## src/cbt_regs.svh

```systemverilog
/*
  Register offsets, field positions, reset values and timing counts of the
  bit timing and interrupt identifier block.
  Assumes a byte-wide host port with 8-bit addresses and a 25 ns clock.
*/
`ifndef CBT_REGS_SVH
`define CBT_REGS_SVH

// Offsets
`define CBT_OFS_STATUS      8'h01
`define CBT_OFS_BT_PRESCALE 8'h3F
`define CBT_OFS_BT_SEGMENTS 8'h4F
`define CBT_OFS_IRQ_CODE    8'h5F
`define CBT_OFS_RESYNC      8'hFF

// Field positions
`define CBT_JUMP_MSB        7
`define CBT_JUMP_LSB        6
`define CBT_PRESC_MSB       5
`define CBT_PRESC_LSB       0
`define CBT_TRIPLE_BIT      7
`define CBT_SEG2_MSB        6
`define CBT_SEG2_LSB        4
`define CBT_SEG1_MSB        3
`define CBT_SEG1_LSB        0

// Reset values and fixed answers
`define CBT_RST_BT_PRESCALE 8'h00
`define CBT_RST_BT_SEGMENTS 8'h00
`define CBT_RST_IRQ_CODE    8'h00
`define CBT_RESYNC_REPLY    8'hAA
`define CBT_RESYNC_FILL     8'hFF

// Interrupt codes
`define CBT_CODE_NONE       8'h00
`define CBT_CODE_STATUS     8'h01
`define CBT_CODE_OBJ15      8'h02
`define CBT_CODE_OBJ_BASE   8'h02

// Timing
`define CBT_CLK_NS          25
`define CBT_STAT_EXTRA_NS   145
`define CBT_STAT_BASE_CYC   4
`define CBT_STAT_MAX_CYC    (`CBT_STAT_BASE_CYC + (`CBT_STAT_EXTRA_NS / `CBT_CLK_NS))
`define CBT_CLR_MIN_CYC     3
`define CBT_CLR_MAX_CYC     14

`endif

```

## src/cbt_pkg.sv

```systemverilog
/*
  Types of the bit timing and interrupt identifier block.
  Assumes cbt_regs.svh for all numeric constants.
*/
package cbt_pkg;

  typedef logic [7:0] cbt_byte_t;

  typedef struct packed {
    logic [1:0] resync_jump_width;
    logic [5:0] quantum_prescaler;
  } cbt_prescale_jump_s;

  typedef struct packed {
    logic       triple_sample;
    logic [2:0] post_sample_segment;
    logic [3:0] pre_sample_segment;
  } cbt_segments_s;

  typedef enum logic [1:0] {
    CBT_SYNC,
    CBT_PRE,
    CBT_POST
  } cbt_seg_e;

endpackage

```

## src/cbt_top.sv

```systemverilog
/*
  Bit timing registers, bit timing engine and interrupt identifier of a
  stand-alone CAN controller, behind a byte-wide parallel host port.
  Assumes all inputs synchronous to REF_CLK_I; message objects and the
  status register live outside and report through plain ports.
*/
//Behaviour
//RULE1 - Jump width 0 to 3; one more quantum is the real resync limit.
//RULE2 - Prescaler 0 to 63; one quantum lasts prescaler plus one clocks.
//RULE3 - Sampling bit one takes three samples and a majority, zero one sample.
//RULE4 - Segment after sample point programmed 0 to 7, lasts value plus one quanta.
//RULE5 - Segment before sample point programmed 1 to 15, lasts value plus one quanta.
//RULE6 - Both timing registers and the identifier read zero after reset.
//RULE7 - Identifier is read-only and reads zero when nothing is pending.
//RULE8 - Enabled status update makes the identifier read one.
//RULE9 - Objects 1 to 14 report number plus two; object 15 reports two.
//RULE10 - Status change outranks every message object.
//RULE11 - Without status change, identifier follows lowest pending object code.
//RULE12 - Status read at code one releases the pin within four clocks plus 145 ns.
//RULE13 - Object flag clear updates pin and identifier after 3 to 14 clocks.
//RULE14 - Status changes before acknowledge merge into one interrupt.
//RULE15 - Host checks all status bits on each status interrupt.
//RULE16 - Enabled reception pulls the pin low and loads the object code.
//RULE17 - All-ones writes to the resync address are answered with AAH.
//RULE18 - Sync segment is one quantum; bit is three plus both segment fields.
//RULE19 - Bus level is read at the end of the segment before the sample point.
//RULE20 - Field layout: jump 7:6, prescaler 5:0; sampling 7, seg2 6:4, seg1 3:0.
//RULE21 - Extra samples come from the two quanta before the sample point.
`timescale 1ns/1ps
`include "cbt_regs.svh"

module cbt_top
  import cbt_pkg::*;
#(
  parameter int OBJ_COUNT   = 15,
  parameter int CLEAR_DELAY = `CBT_CLR_MIN_CYC
) (
  input  wire logic                 REF_CLK_I,
  input  wire logic                 RST_N_I,
  input  wire logic [7:0]           ADDR_I,
  input  wire logic                 WR_I,
  input  wire logic                 RD_I,
  input  wire logic [7:0]           WDATA_I,
  output cbt_byte_t                 RDATA_O,
  output logic                      INT_N_O,
  input  wire logic [7:0]           STATUS_I,
  input  wire logic                 STATUS_UPDATE_I,
  input  wire logic                 STATUS_CHANGE_IRQ_ENABLE_I,
  input  wire logic                 GLOBAL_IRQ_ENABLE_I,
  input  wire logic [OBJ_COUNT-1:0] OBJ_RX_DONE_I,
  input  wire logic [OBJ_COUNT-1:0] OBJ_TX_DONE_I,
  input  wire logic [OBJ_COUNT-1:0] OBJECT_RECEIVE_IRQ_ENABLE_I,
  input  wire logic [OBJ_COUNT-1:0] OBJECT_TRANSMIT_IRQ_ENABLE_I,
  output logic [OBJ_COUNT-1:0]      OBJECT_IRQ_PENDING_O,
  input  wire logic                 RX_I,
  output logic                      QUANTUM_TICK_O,
  output logic                      BIT_START_O,
  output logic                      SAMPLE_POINT_O,
  output logic                      BIT_VALUE_O
);

  generate
    if (OBJ_COUNT != 15) begin : g_bad_count
      $error("cbt_top serves exactly fifteen objects");
    end
  endgenerate

  ////////////////////////////////////////////////////////////////////////////
  // Helpers

  function automatic logic majority(input logic a, input logic b, input logic c);
    return (a & b) | (a & c) | (b & c);
  endfunction

  function automatic logic [4:0] min5(input logic [4:0] a, input logic [4:0] b);
    return (a < b) ? a : b;
  endfunction

  function automatic logic is_object_ctrl(input logic [7:0] a);
    return (a[3:0] == 4'h0) && (a[7:4] != 4'h0);
  endfunction

  ////////////////////////////////////////////////////////////////////////////
  // Registers

  cbt_prescale_jump_s        prescale_jump;
  cbt_segments_s             segments;
  cbt_byte_t                 code;
  logic                      status_ack;
  logic                      status_set;
  logic [OBJ_COUNT-1:0]      obj_set;
  logic [OBJ_COUNT-1:0]      obj_clr;
  logic [OBJ_COUNT-1:0]      host_obj_set;
  logic [OBJ_COUNT-1:0]      host_obj_clr;
  logic [OBJ_COUNT-1:0]      pending;

  always_ff @(posedge REF_CLK_I or negedge RST_N_I) begin
    if (!RST_N_I) begin
      prescale_jump <= `CBT_RST_BT_PRESCALE; // RULE6
      segments      <= `CBT_RST_BT_SEGMENTS; // RULE6
    end else if (WR_I) begin
      if (ADDR_I == `CBT_OFS_BT_PRESCALE) begin
        prescale_jump <= WDATA_I; // RULE20
      end
      if (ADDR_I == `CBT_OFS_BT_SEGMENTS) begin
        segments <= WDATA_I; // RULE20
      end
    end
  end

  ////////////////////////////////////////////////////////////////////////////
  // Host writes to object control bytes: low pair 01 clears, 10 sets

  always_comb begin
    host_obj_set = '0;
    host_obj_clr = '0;
    if (WR_I && is_object_ctrl(ADDR_I)) begin
      if (WDATA_I[1:0] == 2'b01) begin
        host_obj_clr[ADDR_I[7:4] - 4'h1] = 1'b1; // RULE13
      end
      if (WDATA_I[1:0] == 2'b10) begin
        host_obj_set[ADDR_I[7:4] - 4'h1] = 1'b1;
      end
    end
  end

  always_comb begin
    obj_set = host_obj_set
            | ({OBJ_COUNT{GLOBAL_IRQ_ENABLE_I}} & OBJ_RX_DONE_I
               & OBJECT_RECEIVE_IRQ_ENABLE_I) // RULE16
            | ({OBJ_COUNT{GLOBAL_IRQ_ENABLE_I}} & OBJ_TX_DONE_I
               & OBJECT_TRANSMIT_IRQ_ENABLE_I);
    obj_clr    = host_obj_clr;
    status_set = STATUS_UPDATE_I & STATUS_CHANGE_IRQ_ENABLE_I; // RULE8
    status_ack = RD_I && (ADDR_I == `CBT_OFS_STATUS) && (code == `CBT_CODE_STATUS); // RULE12
  end

  cbt_int_ident #(
    .OBJ_COUNT   (OBJ_COUNT),
    .CLEAR_DELAY (CLEAR_DELAY)
  ) u_ident (
    .clk_i                (REF_CLK_I),
    .rst_n_i              (RST_N_I),
    .status_set_i         (status_set),
    .status_ack_i         (status_ack),
    .obj_set_i            (obj_set),
    .obj_clr_i            (obj_clr),
    .code_o               (code),
    .int_n_o              (INT_N_O),
    .object_irq_pending_o (pending)
  );

  always_ff @(posedge REF_CLK_I or negedge RST_N_I) begin
    if (!RST_N_I) begin
      OBJECT_IRQ_PENDING_O <= '0;
    end else begin
      OBJECT_IRQ_PENDING_O <= pending;
    end
  end

  ////////////////////////////////////////////////////////////////////////////
  // Read data; an all-ones write to the resync address primes the AAH answer

  always_ff @(posedge REF_CLK_I or negedge RST_N_I) begin
    if (!RST_N_I) begin
      RDATA_O <= 8'h00;
    end else if (WR_I && ADDR_I == `CBT_OFS_RESYNC) begin
      RDATA_O <= (WDATA_I == `CBT_RESYNC_FILL) ? `CBT_RESYNC_REPLY : 8'h00; // RULE17
    end else if (RD_I) begin
      if (ADDR_I == `CBT_OFS_BT_PRESCALE) begin
        RDATA_O <= prescale_jump;
      end else if (ADDR_I == `CBT_OFS_BT_SEGMENTS) begin
        RDATA_O <= segments;
      end else if (ADDR_I == `CBT_OFS_IRQ_CODE) begin
        RDATA_O <= code; // RULE7
      end else if (ADDR_I == `CBT_OFS_STATUS) begin
        RDATA_O <= STATUS_I;
      end else if (is_object_ctrl(ADDR_I)) begin
        RDATA_O <= {6'h3F, pending[ADDR_I[7:4] - 4'h1], ~pending[ADDR_I[7:4] - 4'h1]};
      end else begin
        RDATA_O <= 8'h00;
      end
    end
  end

  ////////////////////////////////////////////////////////////////////////////
  // Time quantum divider

  logic [5:0] presc_cnt;
  logic       tq_tick;

  always_comb begin
    tq_tick = (presc_cnt == prescale_jump.quantum_prescaler); // RULE2
  end

  always_ff @(posedge REF_CLK_I or negedge RST_N_I) begin
    if (!RST_N_I) begin
      presc_cnt <= 6'h00;
    end else if (tq_tick) begin
      presc_cnt <= 6'h00;
    end else begin
      presc_cnt <= presc_cnt + 6'h01;
    end
  end

  ////////////////////////////////////////////////////////////////////////////
  // Falling edge of the bus, held until the next quantum

  logic rx_prev;
  logic edge_seen;

  always_ff @(posedge REF_CLK_I or negedge RST_N_I) begin
    if (!RST_N_I) begin
      rx_prev <= 1'b1;
    end else begin
      rx_prev <= RX_I;
    end
  end

  always_ff @(posedge REF_CLK_I or negedge RST_N_I) begin
    if (!RST_N_I) begin
      edge_seen <= 1'b0;
    end else if (rx_prev && !RX_I) begin
      edge_seen <= 1'b1;
    end else if (tq_tick) begin
      edge_seen <= 1'b0;
    end
  end

  ////////////////////////////////////////////////////////////////////////////
  // Bit segment sequencer

  cbt_seg_e   seg;
  logic [4:0] q_cnt;
  logic [4:0] seg_len;
  logic [4:0] jump_len;
  logic [4:0] pre_len;
  logic [4:0] post_len;
  logic [4:0] late_err;
  logic [4:0] early_err;
  logic       sample_now;

  always_comb begin
    jump_len   = {3'h0, prescale_jump.resync_jump_width} + 5'h01; // RULE1
    pre_len    = {1'b0, segments.pre_sample_segment} + 5'h01; // RULE5
    post_len   = {2'h0, segments.post_sample_segment} + 5'h01; // RULE4
    late_err   = q_cnt + 5'h01;
    early_err  = seg_len - q_cnt;
    sample_now = tq_tick && seg == CBT_PRE && q_cnt == seg_len - 5'h01 && !edge_seen; // RULE19
  end

  always_ff @(posedge REF_CLK_I or negedge RST_N_I) begin
    if (!RST_N_I) begin
      seg     <= CBT_SYNC;
      q_cnt   <= 5'h00;
      seg_len <= 5'h01;
    end else if (tq_tick) begin
      unique case (seg)
        CBT_SYNC: begin
          seg     <= CBT_PRE; // RULE18
          q_cnt   <= 5'h00;
          seg_len <= pre_len;
        end
        CBT_PRE: begin
          if (q_cnt == seg_len - 5'h01 && !edge_seen) begin
            seg     <= CBT_POST;
            q_cnt   <= 5'h00;
            seg_len <= post_len;
          end else begin
            q_cnt <= q_cnt + 5'h01;
            if (edge_seen) begin
              seg_len <= seg_len + min5(late_err, jump_len); // RULE1
            end
          end
        end
        CBT_POST: begin
          if (edge_seen && early_err <= jump_len) begin
            seg     <= CBT_PRE; // RULE1
            q_cnt   <= 5'h00;
            seg_len <= pre_len;
          end else if (edge_seen) begin
            seg_len <= seg_len - jump_len; // RULE1
            q_cnt   <= q_cnt + 5'h01;
          end else if (q_cnt == seg_len - 5'h01) begin
            seg     <= CBT_SYNC;
            q_cnt   <= 5'h00;
            seg_len <= 5'h01; // RULE18
          end else begin
            q_cnt <= q_cnt + 5'h01;
          end
        end
      endcase
    end
  end

  ////////////////////////////////////////////////////////////////////////////
  // Sampling: history of the two previous quanta feeds the vote

  logic [1:0] rx_hist;

  always_ff @(posedge REF_CLK_I or negedge RST_N_I) begin
    if (!RST_N_I) begin
      rx_hist <= 2'b11;
    end else if (tq_tick) begin
      rx_hist <= {rx_hist[0], RX_I}; // RULE21
    end
  end

  always_ff @(posedge REF_CLK_I or negedge RST_N_I) begin
    if (!RST_N_I) begin
      BIT_VALUE_O <= 1'b1;
    end else if (sample_now) begin
      if (segments.triple_sample) begin
        BIT_VALUE_O <= majority(rx_hist[1], rx_hist[0], RX_I); // RULE3
      end else begin
        BIT_VALUE_O <= RX_I; // RULE3
      end
    end
  end

  ////////////////////////////////////////////////////////////////////////////
  // Timing strobes

  always_ff @(posedge REF_CLK_I or negedge RST_N_I) begin
    if (!RST_N_I) begin
      QUANTUM_TICK_O <= 1'b0;
      SAMPLE_POINT_O <= 1'b0;
      BIT_START_O    <= 1'b0;
    end else begin
      QUANTUM_TICK_O <= tq_tick;
      SAMPLE_POINT_O <= sample_now; // RULE19
      BIT_START_O    <= tq_tick && (seg == CBT_SYNC);
    end
  end

endmodule

```

## src/cbt_int_ident.sv

```systemverilog
/*
  Interrupt pending flags and the interrupt identifier code with its pin.
  Assumes one-cycle set and clear strobes from the host port logic.
*/
`timescale 1ns/1ps
`include "cbt_regs.svh"

module cbt_int_ident
  import cbt_pkg::*;
#(
  parameter int OBJ_COUNT   = 15,
  parameter int CLEAR_DELAY = `CBT_CLR_MIN_CYC
) (
  input  wire logic                 clk_i,
  input  wire logic                 rst_n_i,
  input  wire logic                 status_set_i,
  input  wire logic                 status_ack_i,
  input  wire logic [OBJ_COUNT-1:0] obj_set_i,
  input  wire logic [OBJ_COUNT-1:0] obj_clr_i,
  output cbt_byte_t                 code_o,
  output logic                      int_n_o,
  output logic [OBJ_COUNT-1:0]      object_irq_pending_o
);

  generate
    if (OBJ_COUNT != 15) begin : g_bad_count
      $error("cbt_int_ident serves exactly fifteen objects");
    end
    if (CLEAR_DELAY < `CBT_CLR_MIN_CYC || CLEAR_DELAY > `CBT_CLR_MAX_CYC - 1) begin : g_bad_dly
      $error("cbt_int_ident clear delay out of range");
    end
  endgenerate

  logic       status_pend;
  logic [3:0] hold_cnt;
  cbt_byte_t  next_code;

  // Lowest code wins; status first, then object 15, then objects 1 to 14
  function automatic cbt_byte_t encode(input logic st, input logic [OBJ_COUNT-1:0] p);
    cbt_byte_t c;
    c = `CBT_CODE_NONE;
    for (int i = OBJ_COUNT - 2; i >= 0; i--) begin
      if (p[i]) begin
        c = `CBT_CODE_OBJ_BASE + cbt_byte_t'(i + 1); // RULE9
      end
    end
    if (p[OBJ_COUNT-1]) begin
      c = `CBT_CODE_OBJ15; // RULE9
    end
    if (st) begin
      c = `CBT_CODE_STATUS; // RULE10
    end
    return c;
  endfunction

  ////////////////////////////////////////////////////////////////////////////
  // Status change flag: later events merge into the pending one
  always_ff @(posedge clk_i or negedge rst_n_i) begin
    if (!rst_n_i) begin
      status_pend <= 1'b0;
    end else if (status_set_i) begin
      status_pend <= 1'b1; // RULE14
    end else if (status_ack_i) begin
      status_pend <= 1'b0; // RULE12
    end
  end

  ////////////////////////////////////////////////////////////////////////////
  // Object pending flags: a set in the clearing cycle wins
  always_ff @(posedge clk_i or negedge rst_n_i) begin
    if (!rst_n_i) begin
      object_irq_pending_o <= '0;
    end else begin
      object_irq_pending_o <= (object_irq_pending_o & ~obj_clr_i) | obj_set_i;
    end
  end

  ////////////////////////////////////////////////////////////////////////////
  // Hold code and pin after an object clear so both update after the delay
  always_ff @(posedge clk_i or negedge rst_n_i) begin
    if (!rst_n_i) begin
      hold_cnt <= 4'h0;
    end else if (|obj_clr_i) begin
      hold_cnt <= 4'(CLEAR_DELAY - 1); // RULE13
    end else if (hold_cnt != 4'h0) begin
      hold_cnt <= hold_cnt - 4'h1;
    end
  end

  always_comb begin
    next_code = encode(status_pend, object_irq_pending_o); // RULE11
  end

  ////////////////////////////////////////////////////////////////////////////
  // Identifier and pin update together
  always_ff @(posedge clk_i or negedge rst_n_i) begin
    if (!rst_n_i) begin
      code_o  <= `CBT_RST_IRQ_CODE; // RULE6
      int_n_o <= 1'b1;
    end else if (hold_cnt == 4'h0 && !(|obj_clr_i)) begin
      code_o  <= next_code; // RULE7
      int_n_o <= (next_code == `CBT_CODE_NONE); // RULE16
    end
  end

endmodule

```

## config.mk

```make
export PLATFORM = sky130hd
export DESIGN_NAME = cbt_top
export DESIGN_NICKNAME = d
export VERILOG_FILES = /design/src/cbt_pkg.sv /design/src/cbt_top.sv /design/src/cbt_int_ident.sv
export VERILOG_INCLUDE_DIRS = /design/src
export SDC_FILE = /design/constraint.sdc
export NUM_CORES = 1
export LEC_CHECK = 0
export BUFFER_PORTS_ARGS = -buffer_cell sky130_fd_sc_hd__buf_4
export CORE_UTILIZATION = 51
export DETAILED_ROUTE_END_ITERATION = 12
export GPL_TIMING_DRIVEN = 0
export MAX_ROUTING_LAYER = met4
export PLACE_DENSITY = 0.74
export SYNTH_ARGS = -nofsm -noshare
export SYNTH_HDL_FRONTEND = slang
export SYNTH_HIERARCHICAL = 1
export SYNTH_SLANG_ARGS = --single-unit
```

## constraint.sdc

```tcl
create_clock -name REF_CLK_I -period 3.15 [get_ports REF_CLK_I]
set_input_delay 0.63 -clock REF_CLK_I [delete_from_list [all_inputs] [get_ports REF_CLK_I]]
set_output_delay 0.63 -clock REF_CLK_I [all_outputs]
set_load 0.01 [all_outputs]
```

---- After elaboration in Yosys (flattened, before gate mapping) ----
Cells that the tools add are included.
operators by class
  mux-type cells .......................... 57
  reduce and logical (&&, ||, !) cells .... 32
  add/sub/neg operators ................... 11
  $lt $le $gt $ge ......................... 4
  bitwise gates (word level) .............. 16
  equal/unequal tests ..................... 18
operator list
  operator             number
  $mux 5               26
  $and 15x15->15       5
  $mux 8               8
  $mux 15              4
  $or 15x15->15        3
  $pmux 5 s3           2
  $eq 8x1->1 const B   2
  $eq 8x7->1 const B   2
  $eq 8x8->1 const B   2
  $not 15->15          1
  $reduce_or 15->1     1
  $logic_and 1x1->1    14
  $eq 8x6->1 const B   1
  $logic_not 4->1      2
  $logic_not 8->1      1
  $mux 2               4
  $mux 4               2
  $reduce_bool 2->1    4
  $reduce_bool 4->1    2
  $sub 4x1->4 const B  2
  $mux 1               7
  $add 6x1->6 const B  1
  $eq 6x6->1           1
  $mux 6               1
  other kinds (30)     40
storage, ports and cells
  register bits after elaboration ......... 94
  input bits .............................. 92
  output and inout bits ................... 28
  word-level logic and storage cells ...... 161

---- Depth between registers and ports, before layout ----
  depth in word-level cells ............... 17
  gate-level depth with buffers ........... 17

---- Cells and area by module ----
Netlist, hierarchy kept.
modules (own cells, without submodules)
  module         times used  area each (µm²)  cells an instance
  cbt_top        1           4764.6           519
  cbt_int_ident  1           1234.9           127

---- Least setup slack after synthesis ----
Ideal clock, no wire load.
  path kind ............................... flip-flop to flip-flop
  start point ............................. reg prescale_jump[6] in the netlist's numbering
  end point ............................... reg seg_len[3]
  path slack .............................. -0.143 ns
  buffers on the path ..................... 0
  stages on the path, launching flop included .. 17
  period minus slack after synthesis ...... 3.293 ns
  arrival time ............................ 3.156 ns
  setup time .............................. 0.137 ns
  data required time ...................... 3.013 ns
  cell sequence ........................... dfrtp_1 ha_1 inv_1 ha_1 o21ai_0 nand2b_1 a211oi_2 mux2i_1 inv_1 ha_1 a21o_1 a21oi_1 xor2_1 mux2i_1 a32o_1 a22oi_1 o21ai_1
on the way
  longest elaborated chain between the ends .. 7
  elaborated cells between the ends (all ways) .. 14
  those cells by class .................... add/sub (3); order compare (2); eq/ne (1); mux (6); reduce/logical (2)
ends and longest elaborated chain
  element                   RTL line        source
  start: declaration        cbt_top.sv:86   cbt_prescale_jump_s prescale_jump;
  start signal: assignment  cbt_top.sv:99   prescale_jump <= `CBT_RST_BT_PRESCALE;
  $add 2x1->3 *             cbt_top.sv:244  jump_len = {3'h0, prescale_jump.resync_jump_width} + 5'h01;
  $lt 5x3->1                cbt_top.sv:76   return (a < b) ? a : b;
  $mux 5                    cbt_top.sv:76
  $add 5x5->5               cbt_top.sv:272  seg_len <= seg_len + min5(late_err, jump_len);
  $mux 5                    cbt_top.sv:271  if (edge_seen) begin
  $mux 5                    cbt_top.sv:265  if (q_cnt == seg_len - 5'h01 && !edge_seen) begin
  $pmux 5 s3                cbt_top.sv:258  unique case (seg)
  end signal: assignment    cbt_top.sv:262  seg_len <= pre_len;
  end signal: assignment    cbt_top.sv:268  seg_len <= post_len;
  end signal: assignment    cbt_top.sv:272
  end: declaration          cbt_top.sv:235  logic [4:0] seg_len;
Every way passes the cells marked *; elsewhere a longest branch is shown, timed or not. The select of a mux whose other input is x is not followed.
A chain may end at the register's enable or synchronous reset.

---- Worst setup path after layout ----
  start point ............................. reg q_cnt[0]
  end point ............................... reg seg_len[3]
on the way
  longest elaborated chain between the ends .. 7
  elaborated cells between the ends (all ways) .. 16
  those cells by class .................... add/sub (3); order compare (2); eq/ne (3); mux (5); reduce/logical (3)
ends and longest elaborated chain
  element                   RTL line        source
  start: declaration        cbt_top.sv:234  logic [4:0] q_cnt;
  start signal: assignment  cbt_top.sv:270  q_cnt <= q_cnt + 5'h01;
  start signal: assignment  cbt_top.sv:283  q_cnt <= q_cnt + 5'h01;
  start signal: assignment  cbt_top.sv:289  q_cnt <= q_cnt + 5'h01;
  $add 5x1->5               cbt_top.sv:247  late_err = q_cnt + 5'h01;
  $lt 5x3->1                cbt_top.sv:76
  $mux 5                    cbt_top.sv:76
  $add 5x5->5               cbt_top.sv:272
  $mux 5                    cbt_top.sv:271
  $mux 5                    cbt_top.sv:265
  $pmux 5 s3                cbt_top.sv:258
Several ways; a longest one is shown, not always the timed one. The select of a mux whose other input is x is not followed.

==> results.sh <==
export IMPL_outcome="finished, violations left"
export IMPL_violations="negative setup slack"
export IMPL_worstReg2RegEnd="seg_len[3]$_DFFE_PN0P_"
export IMPL_yosysTopAreaCell="dfrtp_1"
export IMPL_synth_async_reset_ratio=1.000
export IMPL_synthCells=646
export IMPL_clock_sinks=91
export IMPL_vias=5442
export IMPL_avgRoutedWirePerCell_um=17.54
export IMPL_cts_root_buffer="clkbuf_16"
export IMPL_dp_hpwl_mm=12.35
export IMPL_die_area_sq_um=12200
export IMPL_synth_warning_count=6
export IMPL_grt_remaining_overflow=0
export IMPL_ys_ff_latch=91
export IMPL_slowest_delay_ps=450
export IMPL_totalWireLength_mm=16.47
export IMPL_worstMarginPinSlew_ps=1153
export IMPL_fin_ws_ps=-127.4
export IMPL_p_int_mw=3.070
export IMPL_fmaxAchievable_ghz=0.3051
export IMPL_avgSynthCellArea_sq_um=9.287
export IMPL_cp_start_kind="flip-flop"
export IMPL_fill_cells=933
export IMPL_timing_rr_start="q_cnt[0]$_DFFE_PN0P_"
export IMPL_p_seq_frac=0.307
export IMPL_hold_class="primary input to flip-flop"
export IMPL_cts_buffer_depth=2
export IMPL_drv_slew=0
export IMPL_p_per_area_nw_per_um2=672.8
export IMPL_floorplan_initialDensity=0.5254
export IMPL_crit_slowest_cell="dfrtp_2"
export IMPL_grt_pass1_wl_mm=26.92
export IMPL_place_gp_congestion=0.9044
export IMPL_cts_inserted_buffers=9
export IMPL_placed_cells_incl_taps=910
export IMPL_netlist_area_sq_um=6000
export IMPL_power_total_mw=5.132
export IMPL_synthTopCellsByCount="dfrtp_1, nand2_1, inv_1, nor2_1, a21oi_1"
export IMPL_p_sw_mw=2.062
export IMPL_syn2layout_area_growth_pct=27.13
export IMPL_critPathArrivalTime_ps=3500
export IMPL_dr_pass1_iters=6
export IMPL_grt_busiest_layer="met2"
export IMPL_switching_share=0.4018
export IMPL_placementRows=39
export IMPL_post_route_min_period_ps=3277
export IMPL_max_cap_violations=0
export IMPL_grt_pass1_vias=5451
export IMPL_ir_worst_vdd_v=0.0005631
export IMPL_rsz0062_at_grt="true"
export IMPL_io_pins=120
export IMPL_die_y_um=110.5
export IMPL_grt_max_degree=92
export IMPL_grtUsageTotal=0.2847
export IMPL_crit_required_ps=3370
export IMPL_diodes=0
export IMPL_yosysMostFrequentCell="dfrtp_1"
export IMPL_met3_usage=0.04336
export IMPL_p_comb_frac=0.492
export IMPL_path_cells="ha_4 > xor2_2 > ha_1 > a211oi_4 > mux2i_2 > inv_1 > ha_1 > a21o_1 > a21oi_2 > xor2_1 > mux2i_1 > a32o_1 > a22oi_2 > o21ai_1"
export IMPL_clkSlewWorstSetupHoldPaths_ps=70
export IMPL_crit_top_cell="ha_1"
export IMPL_cts_max_level=3
export IMPL_crit_type="flip-flop to flip-flop"
export IMPL_drive_above_1_share=0.3015
export IMPL_clockPowerShare=0.201
export IMPL_min_to="rx_prev$_DFF_PN1_"
export IMPL_viasPerCell=5.796
export IMPL_ys_seq_area_frac=0.3808
export IMPL_hp_start="RX_I"
export IMPL_cts_tree="done"
export IMPL_ys_flop_type="dfrtp_1"
export IMPL_end_kind="flip-flop"
export IMPL_synth_edf_count=0
export IMPL_holdPathStages=1
export IMPL_ys_types=85
export IMPL_synth_area_leaders="dfrtp_1, ha_1, nand2_1, inv_1, nor2_1"
export IMPL_layout_area_seq_sq_um=2291
export IMPL_antenna_found_initial=0
export IMPL_core_area_sq_um=11420
export IMPL_io_buffers=119
export IMPL_finalNonFillerCells=939
export IMPL_drtAntennaViolNets=0
export IMPL_drtIter0Drc=396
export IMPL_yosysTopAreaCellShare=0.3545
export IMPL_final_nets=918
export IMPL_postCtsHoldBufs=0
export IMPL_post_route_period_util=1.040
export IMPL_drc=0
export IMPL_slew_headroom=0.2316
export IMPL_hold_viol=0
export IMPL_met2_usage=0.4749
export IMPL_multiInputGateArea_sq_um=3556
export IMPL_final_setup_skew_ps=6.310
export IMPL_power_leakage_nw=3.412
export IMPL_crit_fanout=4
export IMPL_clk_latency_ps=350
export IMPL_met1_usage=0.3400
export IMPL_worst_r2r_cell_count=14
export IMPL_rrSetupSlack_ps=-130
export IMPL_die_w_um=110.5
export IMPL_setup_viol=4
==> layout by cell type (no fill, tap or decap), types with 17 or more instances in the layout <==
cell type and count:
a21oi_1 32, dfrtp_1 80, nand3_1 17, ha_1 27
o21ai_0 24, buf_4 138, xnor2_1 19, a21o_1 24
nand2_1 55, nor2_1 50, inv_1 48
==> worst max-delay path: cells and delay by family, from the launching register on <==
| family | cells | cell delay (ps) |
|---|---|---|
| AOI/OAI and AO/OA | 6 | 1080 |
| xor gates and xnor gates | 2 | 340 |
| adders and majority gates | 3 | 800 |
| buffers and inverters | 1 | 70 |
| DFF | 1 | 450 |
| muxes | 2 | 410 |
==> layout make-up <==
cell class | instances | area share
multi-input combinational | 481 | 0.4662
sequential | 91 | 0.3004
timing repair buffer | 134 | 0.1319
clock buffer | 10 | 0.03002
inverter | 50 | 0.02493
tap | 143 | 0.02346
buffer | 24 | 0.01690
clock inverter | 6 | 0.006234
==> per-stage QoR <==
| stage | hold WS [ps] | util | setup slack [ps] | area [sq um] | TNS, ps |
|---|---|---|---|---|---|
| finish | 414.9 | 0.6680 | -127.4 | 7627 | -328.3 |
| global route | 407.4 | 0.6680 | -250.9 | 7627 | -896.9 |
| CTS | 404.8 | 0.6593 | -175.3 | 7528 | -305.1 |
| detailed placement | 466.2 | 0.6221 | -739.8 | 7103 | -6403 |
| global placement | 466.3 | 0.6221 | -750.0 | 7103 | -6172 |
| floorplan | 334.4 | - | -14.04 | 6031 | -14.04 |
==> registers in the layout, indices dropped and copies added, names as in the netlist, 2 cells and up <==
signal	count
OBJECT_IRQ_PENDING_O	15
RDATA_O	8
presc_cnt	6
prescale_jump	8
q_cnt	5
rx_hist	2
seg	2
seg_len	5
segments	8
u_ident/code_o	5
u_ident/hold_cnt	4
u_ident/object_irq_pending_o	15
==> power by group through the flow <==
stage / combinational [mW] / clock [mW] / sequential (mW)
after floorplan: 1.71 / 0 / 1.53
after global placement: 2.16 / 0 / 1.57
after detailed placement: 2.26 / 0 / 1.58
after CTS: 2.40 / 1.06 / 1.56
after global routing: 2.75 / 1.10 / 1.59
final: 2.52 / 1.03 / 1.57
==> per-layer routing <==
metal | routed length (um) | vias to the layer above
met1 | 6791 | 2570
met5 | 0 | -
li1 | - | 2609
met2 | 8257 | 211
met3 | 828 | 52
met4 | 591 | 0
==> cell families after synthesis <==
logic type | after synthesis | synth area share
AND/OR/NAND/NOR | 203 | 0.1771
XOR/XNOR | 31 | 0.04526
buffers and inverters | 76 | 0.05401
multiplexers | 26 | 0.05109
other | 2 | 0.001252
flip-flops | 91 | 0.3808
AO/OA/AOI/OAI | 182 | 0.2138
adder cells (fa/ha/maj) | 35 | 0.07675
==> how the worst max path moves through the flow <==
stage | start | end | slack (ps) | cells after the start
2_1_floorplan | prescale_jump[6]$_DFFE_PN0P_ | seg_len[3]$_DFFE_PN0P_ | -10 | 16
3_3_place_gp | ADDR_I[4] | u_ident/int_n_o$_DFFE_PN1P_ | -750 | 15
3_5_place_dp | ADDR_I[4] | u_ident/code_o[1]$_DFFE_PN0P_ | -740 | 14
4_1_cts | prescale_jump[6]$_DFFE_PN0P_ | seg_len[3]$_DFFE_PN0P_ | -180 | 16
5_1_grt | q_cnt[0]$_DFFE_PN0P_ | seg_len[3]$_DFFE_PN0P_ | -250 | 14
6_report | q_cnt[0]$_DFFE_PN0P_ | seg_len[3]$_DFFE_PN0P_ | -130 | 14
==> repair_timing <==
item,CTS,global route
endpoints found under the setup margin,13,11
cloned,0,0
pin swaps,12,19
setup buffers,8,7
resized for setup,22,13
Note: power is estimated with default switching activity, not from simulation.
